## src/phy_page1_consts.svh

```systemverilog
// Constants for the extended page 1 control register bank
// What this block does
// - Registers 16-30 show page 1 when page select holds 0x0001; zero restores main.
// - Bits 13 and 12 put the second and first indicator outputs into serial mode.
// - Bit 11 set blinks LEDs on low-power hold release; clear suppresses it.
// - Fast-link-failure pin is driven only while bit 4 is set; defaults to one.
// - Crossover field: 00 automatic, 10 forced MDI, 11 forced MDI-X, 01 reserved.
// - Read-only media field: 00 none, 01 copper, 10 and 11 reserved.
// - Bit 5 lets 10BASE-T assert receive data valid without a preamble.
// - Bits 15:11 of inline-power register show the five-bit management address.
// - Inline-power search runs only while bit 10 is set; status valid only then.
// - Detection status 9:8: 00 searching, 01 needs power, 10 no power needed.
// - Eight-bit copper CRC error count in bits 7:0, cleared when the register is read.
`ifndef PHY_PAGE1_CONSTS_SVH
`define PHY_PAGE1_CONSTS_SVH

`define PAGE_SELECT_ADDR   5'h1F
`define PAGE_MAIN          16'h0000
`define PAGE_EXT1          16'h0001
`define EXT_MODE_ADDR      5'h13
`define SLEEP_TIMER_ADDR   5'h14
`define INLINE_POWER_ADDR  5'h17

`define EXT_MODE_RESET     16'h0010
`define EXT_MODE_WMASK     16'h381C
`define SLEEP_TIMER_RESET  16'h2000
`define SLEEP_TIMER_WMASK  16'h7C20
`define INLINE_POWER_RESET 16'h0000
`define INLINE_POWER_WMASK 16'h0400

`define SERIAL_SECOND_BIT  13
`define SERIAL_FIRST_BIT   12
`define BLINK_ENABLE_BIT   11
`define FAST_FAIL_BIT      4
`define XOVER_HI           3
`define XOVER_LO           2
`define SLEEP_HI           14
`define SLEEP_LO           13
`define WAKE_HI            12
`define WAKE_LO            11
`define SLOW_CLOCK_BIT     10
`define MEDIA_HI           7
`define MEDIA_LO           6
`define NO_PREAMBLE_BIT    5
`define ADDR_HI            15
`define ADDR_LO            11
`define DETECT_ENABLE_BIT  10
`define DETECT_HI          9
`define DETECT_LO          8
`define CRC_HI             7
`define CRC_LO             0

`define SLEEP_STEP         3'h1
`define WAKE_MS_CODE0      11'h0A0
`define WAKE_MS_CODE1      11'h190
`define WAKE_MS_CODE2      11'h320
`define WAKE_MS_CODE3      11'h7D0
`define CRC_MAX            8'hFF
`define CRC_ONE            8'h01

`endif

```

## src/phy_page1_pkg.sv

```systemverilog
// Types shared by the extended page 1 register bank
package phy_page1_pkg;
  typedef enum logic [1:0] {
    XOVER_AUTO,
    XOVER_MDI,
    XOVER_MDIX
  } crossover_type;
  typedef logic [15:0] reg_word_type;
endpackage

```

## src/crc_count_if.sv

```systemverilog
// Carrier between the register bank and its CRC error counter
`timescale 1ns/100ps
`default_nettype none
interface crc_count_if;
  logic       error_pulse;
  logic       clear;
  logic [7:0] count;
  modport counter (input error_pulse, input clear, output count);
  modport owner   (output error_pulse, output clear, input count);
endinterface
`default_nettype wire

```

## src/crc_error_counter.sv

```systemverilog
// Eight-bit copper CRC error counter, cleared on read
`timescale 1ns/100ps
`default_nettype none
`include "phy_page1_consts.svh"
module crc_error_counter (
  input wire logic     clk,
  input wire logic     rst_n,
  crc_count_if.counter bus
);
  logic [7:0] count;
  logic [7:0] next_count;

  // An error landing in the clearing cycle is kept as the first new count
  always_comb begin
    next_count = count;
    if (bus.clear) begin
      next_count = bus.error_pulse ? `CRC_ONE : 8'h00;
    end else if (bus.error_pulse && count != `CRC_MAX) begin
      // Saturates so a long burst never wraps to a small figure
      next_count = count + `CRC_ONE;
    end
  end

  always_ff @(posedge clk or negedge rst_n) begin
    if (!rst_n) begin
      count <= 8'h00;
    end else begin
      count <= next_count;
    end
  end

  assign bus.count = count;
endmodule
`default_nettype wire

```

## src/phy_page1_regs.sv

```systemverilog
// Extended page 1 control and status register bank with page select
`timescale 1ns/100ps
`default_nettype none
`include "phy_page1_consts.svh"
module phy_page1_regs (
  input  wire logic                        clk,
  input  wire logic                        reset_n,
  input  wire logic                        soft_reset,
  input  wire logic [4:0]                  mgmt_addr,
  input  wire logic                        mgmt_write,
  input  wire logic                        mgmt_read,
  input  wire logic [15:0]                 mgmt_wdata,
  output logic [15:0]                      mgmt_rdata,
  output logic                             mgmt_rvalid,
  input  wire logic [4:0]                  phy_address_pin,
  input  wire logic                        low_power_hold_pin,
  input  wire logic                        crc_error,
  input  wire logic [1:0]                  media_selected,
  input  wire logic [1:0]                  pd_status,
  input  wire logic                        fast_link_fail_in,
  output logic                             indicator_out_first_serial,
  output logic                             indicator_out_second_serial,
  output logic                             led_blink_start,
  output logic                             fast_link_fail_out,
  output logic                             fast_link_fail_oe_n,
  output phy_page1_pkg::crossover_type     crossover_mode,
  output logic [2:0]                       sleep_delay_s,
  output logic [10:0]                      wakeup_time_ms,
  output logic                             slow_mdc_hint,
  output logic                             rx_no_preamble_enable,
  output logic                             pd_detect_enable
);
  logic                      rst_sync1;
  logic                      rst_n;
  logic [4:0]                addr_sync1;
  logic [4:0]                addr_sync2;
  logic                      hold_sync1;
  logic                      hold_sync2;
  logic                      hold_prev;
  phy_page1_pkg::reg_word_type page_select;
  phy_page1_pkg::reg_word_type ext_mode;
  phy_page1_pkg::reg_word_type sleep_timer;
  phy_page1_pkg::reg_word_type inline_power;
  phy_page1_pkg::reg_word_type next_page_select;
  phy_page1_pkg::reg_word_type next_ext_mode;
  phy_page1_pkg::reg_word_type next_sleep_timer;
  phy_page1_pkg::reg_word_type next_inline_power;
  logic [15:0]               next_rdata;
  logic                      next_blink;
  logic                      next_flf;
  logic                      page1;
  logic                      page1_wr;
  crc_count_if               crc ();

  // Reset is released through two flops; assertion stays asynchronous
  always_ff @(posedge clk or negedge reset_n) begin
    if (!reset_n) begin
      rst_sync1 <= 1'b0;
      rst_n     <= 1'b0;
    end else begin
      rst_sync1 <= 1'b1;
      rst_n     <= rst_sync1;
    end
  end

  // Address and low-power hold pins pass two flops before any logic looks at them
  always_ff @(posedge clk or negedge rst_n) begin
    if (!rst_n) begin
      addr_sync1 <= 5'h00;
      addr_sync2 <= 5'h00;
      hold_sync1 <= 1'b0;
      hold_sync2 <= 1'b0;
      hold_prev  <= 1'b0;
    end else begin
      addr_sync1 <= phy_address_pin;
      addr_sync2 <= addr_sync1;
      hold_sync1 <= low_power_hold_pin;
      hold_sync2 <= hold_sync1;
      hold_prev  <= hold_sync2;
    end
  end

  assign page1    = (page_select == `PAGE_EXT1);
  assign page1_wr = mgmt_write && page1;

  always_comb begin
    next_page_select  = page_select;
    next_ext_mode     = ext_mode;
    next_sleep_timer  = sleep_timer;
    next_inline_power = inline_power;
    if (mgmt_write && mgmt_addr == `PAGE_SELECT_ADDR) begin
      next_page_select = mgmt_wdata;
    end
    // Only writable bits take the written value; reserved bits stay zero
    if (page1_wr && mgmt_addr == `EXT_MODE_ADDR) begin
      next_ext_mode = mgmt_wdata & `EXT_MODE_WMASK;
    end
    if (page1_wr && mgmt_addr == `SLEEP_TIMER_ADDR) begin
      next_sleep_timer = mgmt_wdata & `SLEEP_TIMER_WMASK;
    end
    if (page1_wr && mgmt_addr == `INLINE_POWER_ADDR) begin
      next_inline_power = mgmt_wdata & `INLINE_POWER_WMASK;
    end
    // Software reset drops the page back to main but keeps sticky fields
    if (soft_reset) begin
      next_page_select = `PAGE_MAIN;
    end
  end

  always_ff @(posedge clk or negedge rst_n) begin
    if (!rst_n) begin
      page_select  <= `PAGE_MAIN;
      ext_mode     <= `EXT_MODE_RESET;
      sleep_timer  <= `SLEEP_TIMER_RESET;
      inline_power <= `INLINE_POWER_RESET;
    end else begin
      page_select  <= next_page_select;
      ext_mode     <= next_ext_mode;
      sleep_timer  <= next_sleep_timer;
      inline_power <= next_inline_power;
    end
  end

  // Read path; status fields are assembled at read time
  always_comb begin
    next_rdata = 16'h0000;
    if (mgmt_read) begin
      if (mgmt_addr == `PAGE_SELECT_ADDR) begin
        next_rdata = page_select;
      end else if (page1) begin
        unique case (mgmt_addr)
          `EXT_MODE_ADDR: begin
            next_rdata = ext_mode;
          end
          `SLEEP_TIMER_ADDR: begin
            next_rdata = sleep_timer;
            next_rdata[`MEDIA_HI:`MEDIA_LO] = media_selected;
          end
          `INLINE_POWER_ADDR: begin
            next_rdata = inline_power;
            next_rdata[`ADDR_HI:`ADDR_LO] = addr_sync2;
            // Status is meaningless with detection off, so it reads as searching
            next_rdata[`DETECT_HI:`DETECT_LO] =
              inline_power[`DETECT_ENABLE_BIT] ? pd_status : 2'h0;
            next_rdata[`CRC_HI:`CRC_LO] = crc.count;
          end
          default: begin
            next_rdata = 16'h0000;
          end
        endcase
      end
    end
  end

  assign crc.error_pulse = crc_error;
  assign crc.clear = soft_reset ||
    (mgmt_read && page1 && mgmt_addr == `INLINE_POWER_ADDR);

  crc_error_counter counter (
    .clk   (clk),
    .rst_n (rst_n),
    .bus   (crc)
  );

  assign next_blink = hold_prev && !hold_sync2 && ext_mode[`BLINK_ENABLE_BIT];
  assign next_flf   = fast_link_fail_in && ext_mode[`FAST_FAIL_BIT];

  always_ff @(posedge clk or negedge rst_n) begin
    if (!rst_n) begin
      mgmt_rdata         <= 16'h0000;
      mgmt_rvalid        <= 1'b0;
      led_blink_start    <= 1'b0;
      fast_link_fail_out <= 1'b0;
    end else begin
      mgmt_rdata         <= next_rdata;
      mgmt_rvalid        <= mgmt_read;
      led_blink_start    <= next_blink;
      fast_link_fail_out <= next_flf;
    end
  end

  assign indicator_out_second_serial = ext_mode[`SERIAL_SECOND_BIT];
  assign indicator_out_first_serial  = ext_mode[`SERIAL_FIRST_BIT];
  assign fast_link_fail_oe_n   = !ext_mode[`FAST_FAIL_BIT];
  assign slow_mdc_hint         = sleep_timer[`SLOW_CLOCK_BIT];
  assign rx_no_preamble_enable = sleep_timer[`NO_PREAMBLE_BIT];
  assign pd_detect_enable      = inline_power[`DETECT_ENABLE_BIT];
  assign sleep_delay_s = {1'b0, sleep_timer[`SLEEP_HI:`SLEEP_LO]} + `SLEEP_STEP;

  always_comb begin
    // Reserved code 01 falls back to automatic crossover
    unique case (ext_mode[`XOVER_HI:`XOVER_LO])
      2'h0: crossover_mode = phy_page1_pkg::XOVER_AUTO;
      2'h1: crossover_mode = phy_page1_pkg::XOVER_AUTO;
      2'h2: crossover_mode = phy_page1_pkg::XOVER_MDI;
      2'h3: crossover_mode = phy_page1_pkg::XOVER_MDIX;
    endcase
    unique case (sleep_timer[`WAKE_HI:`WAKE_LO])
      2'h0: wakeup_time_ms = `WAKE_MS_CODE0;
      2'h1: wakeup_time_ms = `WAKE_MS_CODE1;
      2'h2: wakeup_time_ms = `WAKE_MS_CODE2;
      2'h3: wakeup_time_ms = `WAKE_MS_CODE3;
    endcase
  end
endmodule
`default_nettype wire

```

## config.mk

```make
export PLATFORM = sky130hd
export DESIGN_NAME = phy_page1_regs
export DESIGN_NICKNAME = d
export VERILOG_FILES = /design/src/phy_page1_pkg.sv /design/src/crc_count_if.sv /design/src/crc_error_counter.sv /design/src/phy_page1_regs.sv
export VERILOG_INCLUDE_DIRS = /design/src /design/src/src
export SDC_FILE = /design/constraint.sdc
export NUM_CORES = 1
export LEC_CHECK = 0
export BUFFER_PORTS_ARGS = -buffer_cell sky130_fd_sc_hd__buf_2
export CORE_UTILIZATION = 41
export CTS_CLUSTER_SIZE = 28
export DETAILED_ROUTE_END_ITERATION = 8
export HOLD_SLACK_MARGIN = 0.08
export PLACE_DENSITY_LB_ADDON = 0.15
export SLEW_MARGIN = 0
export SYNTH_ARGS = -nofsm -noshare
export SYNTH_HDL_FRONTEND = slang
export SYNTH_HIERARCHICAL = 1
export SYNTH_SLANG_ARGS = --single-unit
```

## constraint.sdc

```tcl
create_clock -name clk -period 2.67 [get_ports clk]
set_input_delay 0.534 -clock clk [delete_from_list [all_inputs] [get_ports clk]]
set_output_delay 0.534 -clock clk [all_outputs]
set_load 0.02 [all_outputs]
```

==> run summary, run 1 <==
Comb pwr share -> 0.052
Residual DRC count -> 0
Final Max Slew Viols -> 0
Overall routed net length -> 7060 um
CP endpoint kind -> flop
#FFs+latches synth -> 71
Die width -> 88.3 um
First-pass GRT wire length -> 10900 um
Initial Util -> 0.424
Post-route setup TNS -> 0 ns
Setup Crit Path Kind -> reg2reg
Period Utilization, post-route -> 0.883
Area post-placement -> 3480 um^2
# resized after CTS -> 0
Fin Hold WS -> 0.271 ns
Clock sink count -> 71
Sw frac -> 0.218
Final hold vios -> 0
Dpl hpwl -> 4920 um
Share of post-route cells with drive strength above 1 -> 0.339
Pin count of the biggest net entering global routing -> 70
Warnings from Yosys -> 6
Initial DRC count -> 103
Int Pwr -> 1.76 mW
Initial antenna violation count -> 0
Nets -> 386
Worst-Skew Late Latency -> 0.34 ns
Final Util -> 0.517
DIE AREA -> 7800 um^2
Drt first pass iters -> 4
WL/cell -> 15.7 um
CTS root buffer -> clkbuf_8
Finished Cell Area -> 3730 um^2
Core ar. -> 7210 um^2
CTS H-tree lvls -> 3
Net load switching power -> 0.489 mW
CP Cell Sequence -> nor4_1 > nand3_1 > or4_1 > mux2_4
Period minus WS final -> 2.36 ns
Async set or reset register ratio after synthesis -> 1.00
Max VDD drop -> 0.000236 V
Syn avg cell area -> 11.1 um^2
Die height -> 88.3 um
Worst clock skew -> 0.00783 ns
RSZ-0062 raised after global routing -> false
Lkg Pwr -> 1.83 nW
Gr usage total -> 0.191
Slew @ Worst Pin -> 0.695 ns
Critical Path RT -> 2.89 ns
IO buf count -> 74
Crit-path max FO -> 6
Relative slew margins -> 0.536
Setup violators final -> 0
Setup Fix Bufs, Post-CTS -> 0
EDFF count, synth -> 0
CP max-delay cell -> or4_1
Worst min-delay path category -> reg2async
Status -> finished, final reports clean
Slowest cell delay on critical path -> 0.79 ns
CTS tree -> yes
Fmax -> 0.424 GHz
Vias per cell -> 5.11
Syn Inst Count -> 275
Grt total ovfl -> 0
CTS buffer count -> 9
I/O Pins -> 79
Clock network power share -> 0.455
ANT cells -> 0
WP data arrival -> 2.58 ns
GPL Wtd Cong -> 0.876
Sequential share of the synthesized area -> 0.582
Number of distinct library cells after synthesis -> 48
Area grow syn2layout -> 22.0%
Antenna-violating nets left -> 0
Mapped cell area -> 3060 um^2
Pwr Density -> 602 nW/um^2
Sequential share of power -> 0.493
MaxCap Viol Count -> 0
Startpoint types -> flop
Clk buf depth -> 2
Vias in the first global route -> 2170
Clock transition at path regs -> 0.08 ns
Most used DFF post-synth -> dfrtp_1
Routed via count -> 2301
# rows -> 31
area by class of cell:
type	count	area (um^2)
clock buffer	10	128
timing repair buffer	79	423
multi-input combinational	180	1150
inverter	5	18.8
sequential	71	1780
clock inverter	6	109
fill	708	3480
tap	99	124
power by group through the flow:
stage          logic, mW  clock network, mW  registers, mW
4_1_cts            0.119               1.04           1.11
5_1_grt            0.132               1.08           1.11
3_3_place_gp       0.117                  0           1.13
2_1_floorplan     0.0518                  0           1.14
3_5_place_dp       0.117                  0           1.13
6_report           0.117               1.02           1.11
kinds of logic (layout without fill, tap and decap cells):
group / Yosys count / in the layout / synth area share
AO/OA/AOI/OAI: 56 / 56 / 0.118
AND/OR/NAND/NOR: 97 / 97 / 0.165
multiplexers: 20 / 20 / 0.0782
flip-flops: 71 / 71 / 0.582
other: 2 / 5 / 0.00246
adder cells (fa/ha/maj): 2 / 2 / 0.00819
buffers and inverters: 27 / 100 / 0.0463
metrics by stage:
step           setup WS [ns]  power, mW  std cells
5_1_grt                0.163       2.33        450
4_1_cts                0.359       2.26        450
6_report               0.312       2.25        450
3_3_place_gp           0.517       1.25        433
3_5_place_dp           0.387       1.25        433
2_1_floorplan          0.550       1.19        278
state kept, by name, summed over array words and instances (netlist names):
| signal | cells |
|---|---|
| led_blink_start | 1 |
| ext_mode | 6 |
| addr_sync2 | 5 |
| hold_sync2 | 1 |
| hold_sync1 | 1 |
| hold_prev | 1 |
| mgmt_rdata | 16 |
| rst_n | 1 |
| fast_link_fail_out | 1 |
| mgmt_rvalid | 1 |
| rst_sync1 | 1 |
| inline_power | 1 |
| counter/bus.count | 8 |
| addr_sync1 | 5 |
| page_select | 16 |
| sleep_timer | 6 |
cells in the mapped netlist (all sizes together), types with 2 or more instances:
library cell	count	area, um^2
nand3	7	35.0
a22oi	5	37.5
or4	2	18.8
conb	2	7.51
o22ai	2	12.5
dfstp	2	52.6
a21oi	22	110
nand2	50	188
and3	7	43.8
dfrtp	69	1730
ha	2	25.0
buf	12	85.1
a22o	5	43.8
mux2i	7	70.1
inv	5	18.8
nand2b	5	31.3
o21ai	10	50.1
nand4	2	18.8
and2	4	25.0
o31ai	4	30.0
clkbuf	10	37.5
nor3	4	20.0
or2	2	12.5
mux2	13	169
or3	2	12.5
nor4	4	25.0
worst paths after layout:
| check | start | endpoint | slack, ns | cells after the start |
|---|---|---|---|---|
| worst max-delay path | page_select[7] | ext_mode[3] | 0.31 | 4 |
| worst min-delay path | rst_n | mgmt_rdata[15] | 0.27 | 1 |
| worst max register to register | page_select[7] | ext_mode[3] | 0.31 | 4 |
| worst min register to register | rst_n | mgmt_rdata[15] | 0.27 | 1 |
| max in group asynchronous | rst_n | ext_mode[4] | 2.04 | 1 |
| min in group clk | low_power_hold_pin | hold_sync1 | 0.29 | 1 |
cell usage in the layout, fill, tap and decap left out, types with 7 or more instances in the layout:
master,n
a21oi_1,22
clkbuf_8,9
mux2_2,7
dfrtp_1,68
buf_2,74
nand3_1,7
nand2_1,50
o21ai_0,10
mux2i_1,7
and3_1,7
routing by layer:
| metal | global-route usage | vias up | routed length, um |
|---|---|---|---|
| met4 | 0.0953 | 0 | 167 |
| met5 | 0 | - | 0 |
| met3 | 0.0448 | 13 | 353 |
| li1 | - | 1097 | - |
| met1 | 0.263 | 1131 | 3280 |
| met2 | 0.283 | 60 | 3250 |
worst max-delay path, delay by kind of cell (launching register included):
family / cells / cell delay, ns
simple gates: 3 / 1.47
flops: 1 / 0.40
mux: 1 / 0.37
timing repair:
action                                  CTS  global route
endpoints found under the setup margin    0             0
endpoints found under the hold margin     2             0
hold buffers                              1             0
Power figures use the tool's default switching activity.
==> run 2, diff against run 1 <==
- REMOVE_ABC_BUFFERS: default -> 1
==> run 2 against run 1 <==
Net effect:
- utilization down 0.94 points
- via count decreased by 0.26%
- sequential share of layout area grew 0.88 points
- clock skew increased by 0.00087 ns
- total power is 11% lower
- count of clock-buffer cells in the layout stayed put
- highest routed layer unchanged
- cell count grew 0.22%
- maximum frequency increased by 0.96%
- largest cell class unchanged
- wire length up 0.48%
- clock power decreased by 25%
- first-iteration DRC count grew 56%
==> run summary, run 2 (synthesis results as in run 1) <==
Drt first pass iters -> 4 (unchanged)
Final Util -> 0.508 (-0.00936)
IO buf count -> 74 (unchanged)
Worst clock skew -> 0.00870 ns (+0.000872 ns)
Finished Cell Area -> 3660 um^2 (-1.8%)
Overall routed net length -> 7090 um (+0.48%)
Share of post-route cells with drive strength above 1 -> 0.341 (+0.00188)
First-pass GRT wire length -> 11300 um (+3.4%)
Core ar. -> 7210 um^2 (unchanged)
CTS buffer count -> 9 (unchanged)
Clock sink count -> 71 (unchanged)
Residual DRC count -> 0 (unchanged)
MaxCap Viol Count -> 0 (unchanged)
I/O Pins -> 79 (unchanged)
WL/cell -> 15.7 um (+0.26%)
CTS tree -> yes
Period minus WS final -> 2.33 ns (-0.0225 ns)
# rows -> 31 (unchanged)
Setup Crit Path Kind -> reg2reg
RSZ-0062 raised after global routing -> false
Antenna-violating nets left -> 0 (unchanged)
Slew @ Worst Pin -> 0.675 ns (-0.0197 ns)
WP buf/inv -> 0 (unchanged)
Largest registers -> mgmt_rdata: 16 flops, page_select: 16 flops, counter/bus.count: 8 flops
CP endpoint kind -> flop
Die height -> 88.3 um (unchanged)
# resized after CTS -> 0 (unchanged)
Worst min-delay path category -> in2reg
CP delay by family, top -> simple AND/OR/NAND/NOR gates
Relative slew margins -> 0.549 (+0.0132)
CP Cell Sequence -> nor4_1 > nand3_1 > or4_1 > mux2_4
Worst-Skew Late Latency -> 0.36 ns (+0.02 ns)
DIE AREA -> 7800 um^2 (unchanged)
Status -> finished, final reports clean
Grt total ovfl -> 0 (unchanged)
Critical Path RT -> 2.91 ns (+0.02 ns)
Vias per cell -> 5.09 (-0.48%)
Clk buf depth -> 2 (unchanged)
Final hold vios -> 0 (unchanged)
Routed via count -> 2295 (-0.26%)
Initial DRC count -> 161 (+56%)
Crit-path max FO -> 6 (unchanged)
Die width -> 88.3 um (unchanged)
Area grow syn2layout -> 19.8%
Fin Hold WS -> 0.274 ns (+0.00256 ns)
Gr usage total -> 0.202 (+0.0106)
Startpoint types -> flop
Max VDD drop -> 0.000264 V (+12%)
WP data arrival -> 2.58 ns (about the same)
CP max-delay cell -> or4_1
Pin count of the biggest net entering global routing -> 36 (-49%)
Fmax -> 0.428 GHz (+0.96%)
Area post-placement -> 3480 um^2 (-0.14%)
ANT cells -> 0 (unchanged)
GPL Wtd Cong -> 0.799 (-8.8%)
Initial antenna violation count -> 0 (unchanged)
Dpl hpwl -> 5080 um (+3.3%)
Most frequent cells in the layout -> buf_2, dfrtp_1, nand2_1
Setup violators final -> 0 (unchanged)
Final Max Slew Viols -> 0 (unchanged)
Vias in the first global route -> 2199 (+1.3%)
Most common cell after layout, fill and taps aside -> buf_2
Period Utilization, post-route -> 0.875 (-0.00844)
Initial Util -> 0.424 (unchanged)
Nets -> 387 (+0.26%)
Pwr Density -> 543 nW/um^2 (-9.8%)
CTS root buffer -> clkbuf_8
Slowest cell delay on critical path -> 0.77 ns (-0.02 ns)
Lkg Pwr -> 1.78 nW (-2.6%)
Post-route setup TNS -> 0 ns (unchanged)
Clock transition at path regs -> 0.08 ns (about the same)
CTS H-tree lvls -> 3 (unchanged)
[run 2: cell types whose count changed in the layout (fill, tap and decap cells not counted), sizes merged]
cell / before / now
clkinvlp: 0 / 5
bufinv: 3 / 0
clkinv: 3 / 0
buf: 78 / 79
inv: 5 / 6
[run 2: what timing repair did]
action                                 4_1_cts  5_1_grt
endpoints found under the hold margin        2        0
setup buffers                                0        0
hold buffers                                 1        0
[run 2: worst paths after layout]
check | from | end | slack, ns | cells past startpoint
max | page_select[7] | ext_mode[3] | 0.34 | 4
min | phy_address_pin[4] | addr_sync1[4] | 0.27 | 1
max reg2reg | page_select[7] | ext_mode[3] | 0.34 | 4
min reg2reg | rst_n | mgmt_rdata[9] | 0.31 | 1
max in group asynchronous | rst_n | sleep_timer[13] | 2.02 | 1
min in group asynchronous | rst_n | mgmt_rdata[9] | 0.31 | 1
[run 2: metal layers]
layer | track usage | vias to the layer above | share of wire
met3 | 0.0392 | 19 | 0.045
met2 | 0.297 | 63 | 0.47
met5 | 0 | - | 0
met4 | 0.111 | 0 | 0.025
li1 | - | 1094 | -
met1 | 0.281 | 1119 | 0.46
[run 2: metrics by stage]
stage / setup WS [ns] / power (mW) / std cells
floorplan: 0.550 / 1.18 / 256
global placement: 0.443 / 1.24 / 434
detailed placement: 0.386 / 1.24 / 434
CTS: 0.390 / 2.01 / 451
global route: 0.222 / 2.07 / 451
finish: 0.335 / 1.99 / 451
[run 2: layout make-up]
class                      instances  area, um^2
fill                             706        3550
sequential                        71        1780
multi-input combinational        180        1150
timing repair buffer              80         418
clock buffer                      10         128
tap                               99         124
clock inverter                     6        46.3
inverter                           5        18.8
[run 2: power breakdown]
group | switching (mW) | internal, mW | total, mW
clock network | 0.428 | 0.339 | 0.767
registers | 0.0130 | 1.09 | 1.11
logic | 0.0735 | 0.0418 | 0.115
total | 0.515 | 1.48 | 1.99
==> run 3, diff against run 2 <==
- CORE_UTILIZATION: 41 -> 52
==> run 3 against run 2 <==
Net effect:
- cell count is 6.4% lower
- die area is 21% lower
- hold slack better by 0.0097 ns
- non-clock buffer count is 2 lower
- register-to-register slack better by 0.14 ns
- design area is 1.7% lower
- clock skew is 0.0032 ns higher
- flip-flop and latch count stayed put
- critical path depth stayed put
- wire length is 4.6% lower
- first-iteration DRC count is 0.62% lower
- maximum frequency is 6.6% higher
==> run summary, run 3 (synthesis results as in run 1) <==
Status -> finished, final reports clean
Relative slew margins -> 0.432 (-0.117)
Critical Path RT -> 2.90 ns (about the same)
Setup Crit Path Kind -> reg2reg
Overall routed net length -> 6770 um (-4.6%)
Gr usage total -> 0.241 (+0.0397)
Period minus WS final -> 2.19 ns (-0.144 ns)
RSZ-0062 raised after global routing -> false
Clock transition at path regs -> 0.08 ns (about the same)
CTS root buffer -> clkbuf_8
Pwr Density -> 541 nW/um^2 (-0.36%)
Power Total -> 1.95 mW (-2.1%)
CTS H-tree lvls -> 3 (unchanged)
Largest registers -> mgmt_rdata: 16 flops, page_select: 16 flops, counter/bus.count: 8 flops
Die width -> 78.7 um (-11%)
Residual DRC count -> 0 (unchanged)
Clock sink count -> 71 (unchanged)
Vias per cell -> 5.38 (+5.8%)
Dpl hpwl -> 4670 um (-8.1%)
Clk buf depth -> 2 (unchanged)
First-pass GRT wire length -> 11000 um (-2.4%)
Grt total ovfl -> 0 (unchanged)
Period Utilization, post-route -> 0.821 (-0.0540)
IO buf count -> 74 (unchanged)
Initial DRC count -> 160 (-0.62%)
Pre-CTS WS -> 0.400 ns (+0.0143 ns)
Worst clock skew -> 0.0119 ns (+0.00317 ns)
Pin count of the biggest net entering global routing -> 70 (+94%)
CTS tree -> yes
Most common cell after layout, fill and taps aside -> buf_2
Post-route insts no fill -> 422 (-6.4%)
Max VDD drop -> 0.000329 V (+25%)
Nets -> 385 (-0.52%)
ANT cells -> 0 (unchanged)
I/O Pins -> 79 (unchanged)
Final Util -> 0.646 (+0.138)
Initial antenna violation count -> 0 (unchanged)
DIE AREA -> 6190 um^2 (-21%)
Most frequent cells in the layout -> buf_2, dfrtp_1, nand2_1
Post-route setup TNS -> 0 ns (unchanged)
Worst min-delay path category -> in2reg
CP endpoint kind -> flop
Drt first pass iters -> 4 (unchanged)
Startpoint types -> flop
Routed via count -> 2271 (-1.0%)
Final worst setup slack -> 0.479 ns (+0.144 ns)
WP data arrival -> 2.42 ns (-0.16 ns)
Area grow syn2layout -> 17.8%
Final hold vios -> 0 (unchanged)
MaxCap Viol Count -> 0 (unchanged)
R2R setup slack -> 0.48 ns (+0.14 ns)
Crit-path max FO -> 6 (unchanged)
Slew @ Worst Pin -> 0.852 ns (+0.177 ns)
Setup violators final -> 0 (unchanged)
Finished Cell Area -> 3600 um^2 (-1.7%)
Antenna-violating nets left -> 0 (unchanged)
Fin Hold WS -> 0.284 ns (+0.00974 ns)
CTS buffer count -> 9 (unchanged)
# resized after CTS -> 0 (unchanged)
Final Max Slew Viols -> 0 (unchanged)
Placed cell count -> 405 (-6.7%)
Worst-Skew Late Latency -> 0.35 ns (about the same)
Vias in the first global route -> 2181 (-0.82%)
Fmax -> 0.456 GHz (+6.6%)
Lkg Pwr -> 1.78 nW (-0.28%)
Share of post-route cells with drive strength above 1 -> 0.331 (-0.00948)
Setup Fix Bufs, Post-CTS -> 0 (unchanged)
# rows -> 27 (-13%)
Initial Util -> 0.548 (+0.125)
Filler instances -> 474 (-33%)
Area post-placement -> 3430 um^2 (-1.4%)
GPL Wtd Cong -> 0.823 (+3.1%)
Core ar. -> 5570 um^2 (-23%)
Die height -> 78.7 um (-11%)
Hold Buf Count CTS -> 1 (unchanged)
WL/cell -> 16.0 um (+2.0%)
-- run 3: cell count changes in the layout (fill, tap and decap cells not counted), sizes merged --
| cell | change |
|---|---|
| buf | -2 |
| clkinv | +2 |
| clkbuf | +2 |
| inv | -1 |
| clkinvlp | -3 |
-- run 3: final timing paths --
kind                                   endpoint               start  cells past startpoint
worst max-delay path                ext_mode[3]      page_select[9]                      4
worst min-delay path              addr_sync1[4]  phy_address_pin[4]                      1
worst max register to register      ext_mode[3]      page_select[9]                      4
worst min register to register    addr_sync2[3]       addr_sync1[3]                      0
max in group asynchronous            hold_sync2               rst_n                      1
min in group asynchronous       sleep_timer[12]               rst_n                      1
-- run 3: where the power goes --
group          internal (mW)  total, mW  switching [mW]
Clock                  0.335      0.728           0.393
Sequential              1.09       1.11          0.0126
Combinational         0.0409      0.113          0.0724
-- run 3: area by class of cell --
class                           instances  area (um^2)  share of cell area
Sequential cell                        71         1780               0.495
Multi-Input combinational cell        180         1150               0.319
Timing Repair Buffer                   78          403               0.112
Clock buffer                           12          135              0.0375
Tap cell                               72         90.1              0.0250
Clock inverter                          4         25.0             0.00695
Inverter                                5         18.8             0.00521
-- run 3: critical path, stage by stage, from the launching register on --
cell and delay (ns):
dfrtp_1 0.41, nor4_1 0.31, nand3_1 0.22, or4_1 0.75, mux2_4 0.37
-- run 3: routing by layer --
metal / GRT usage / vias up / share of wire
met5: 0 / - / 0
met3: 0.0733 / 10 / 0.060
li1: - / 1090 / -
met2: 0.362 / 80 / 0.47
met1: 0.331 / 1091 / 0.46
met4: 0.0870 / 0 / 0.013
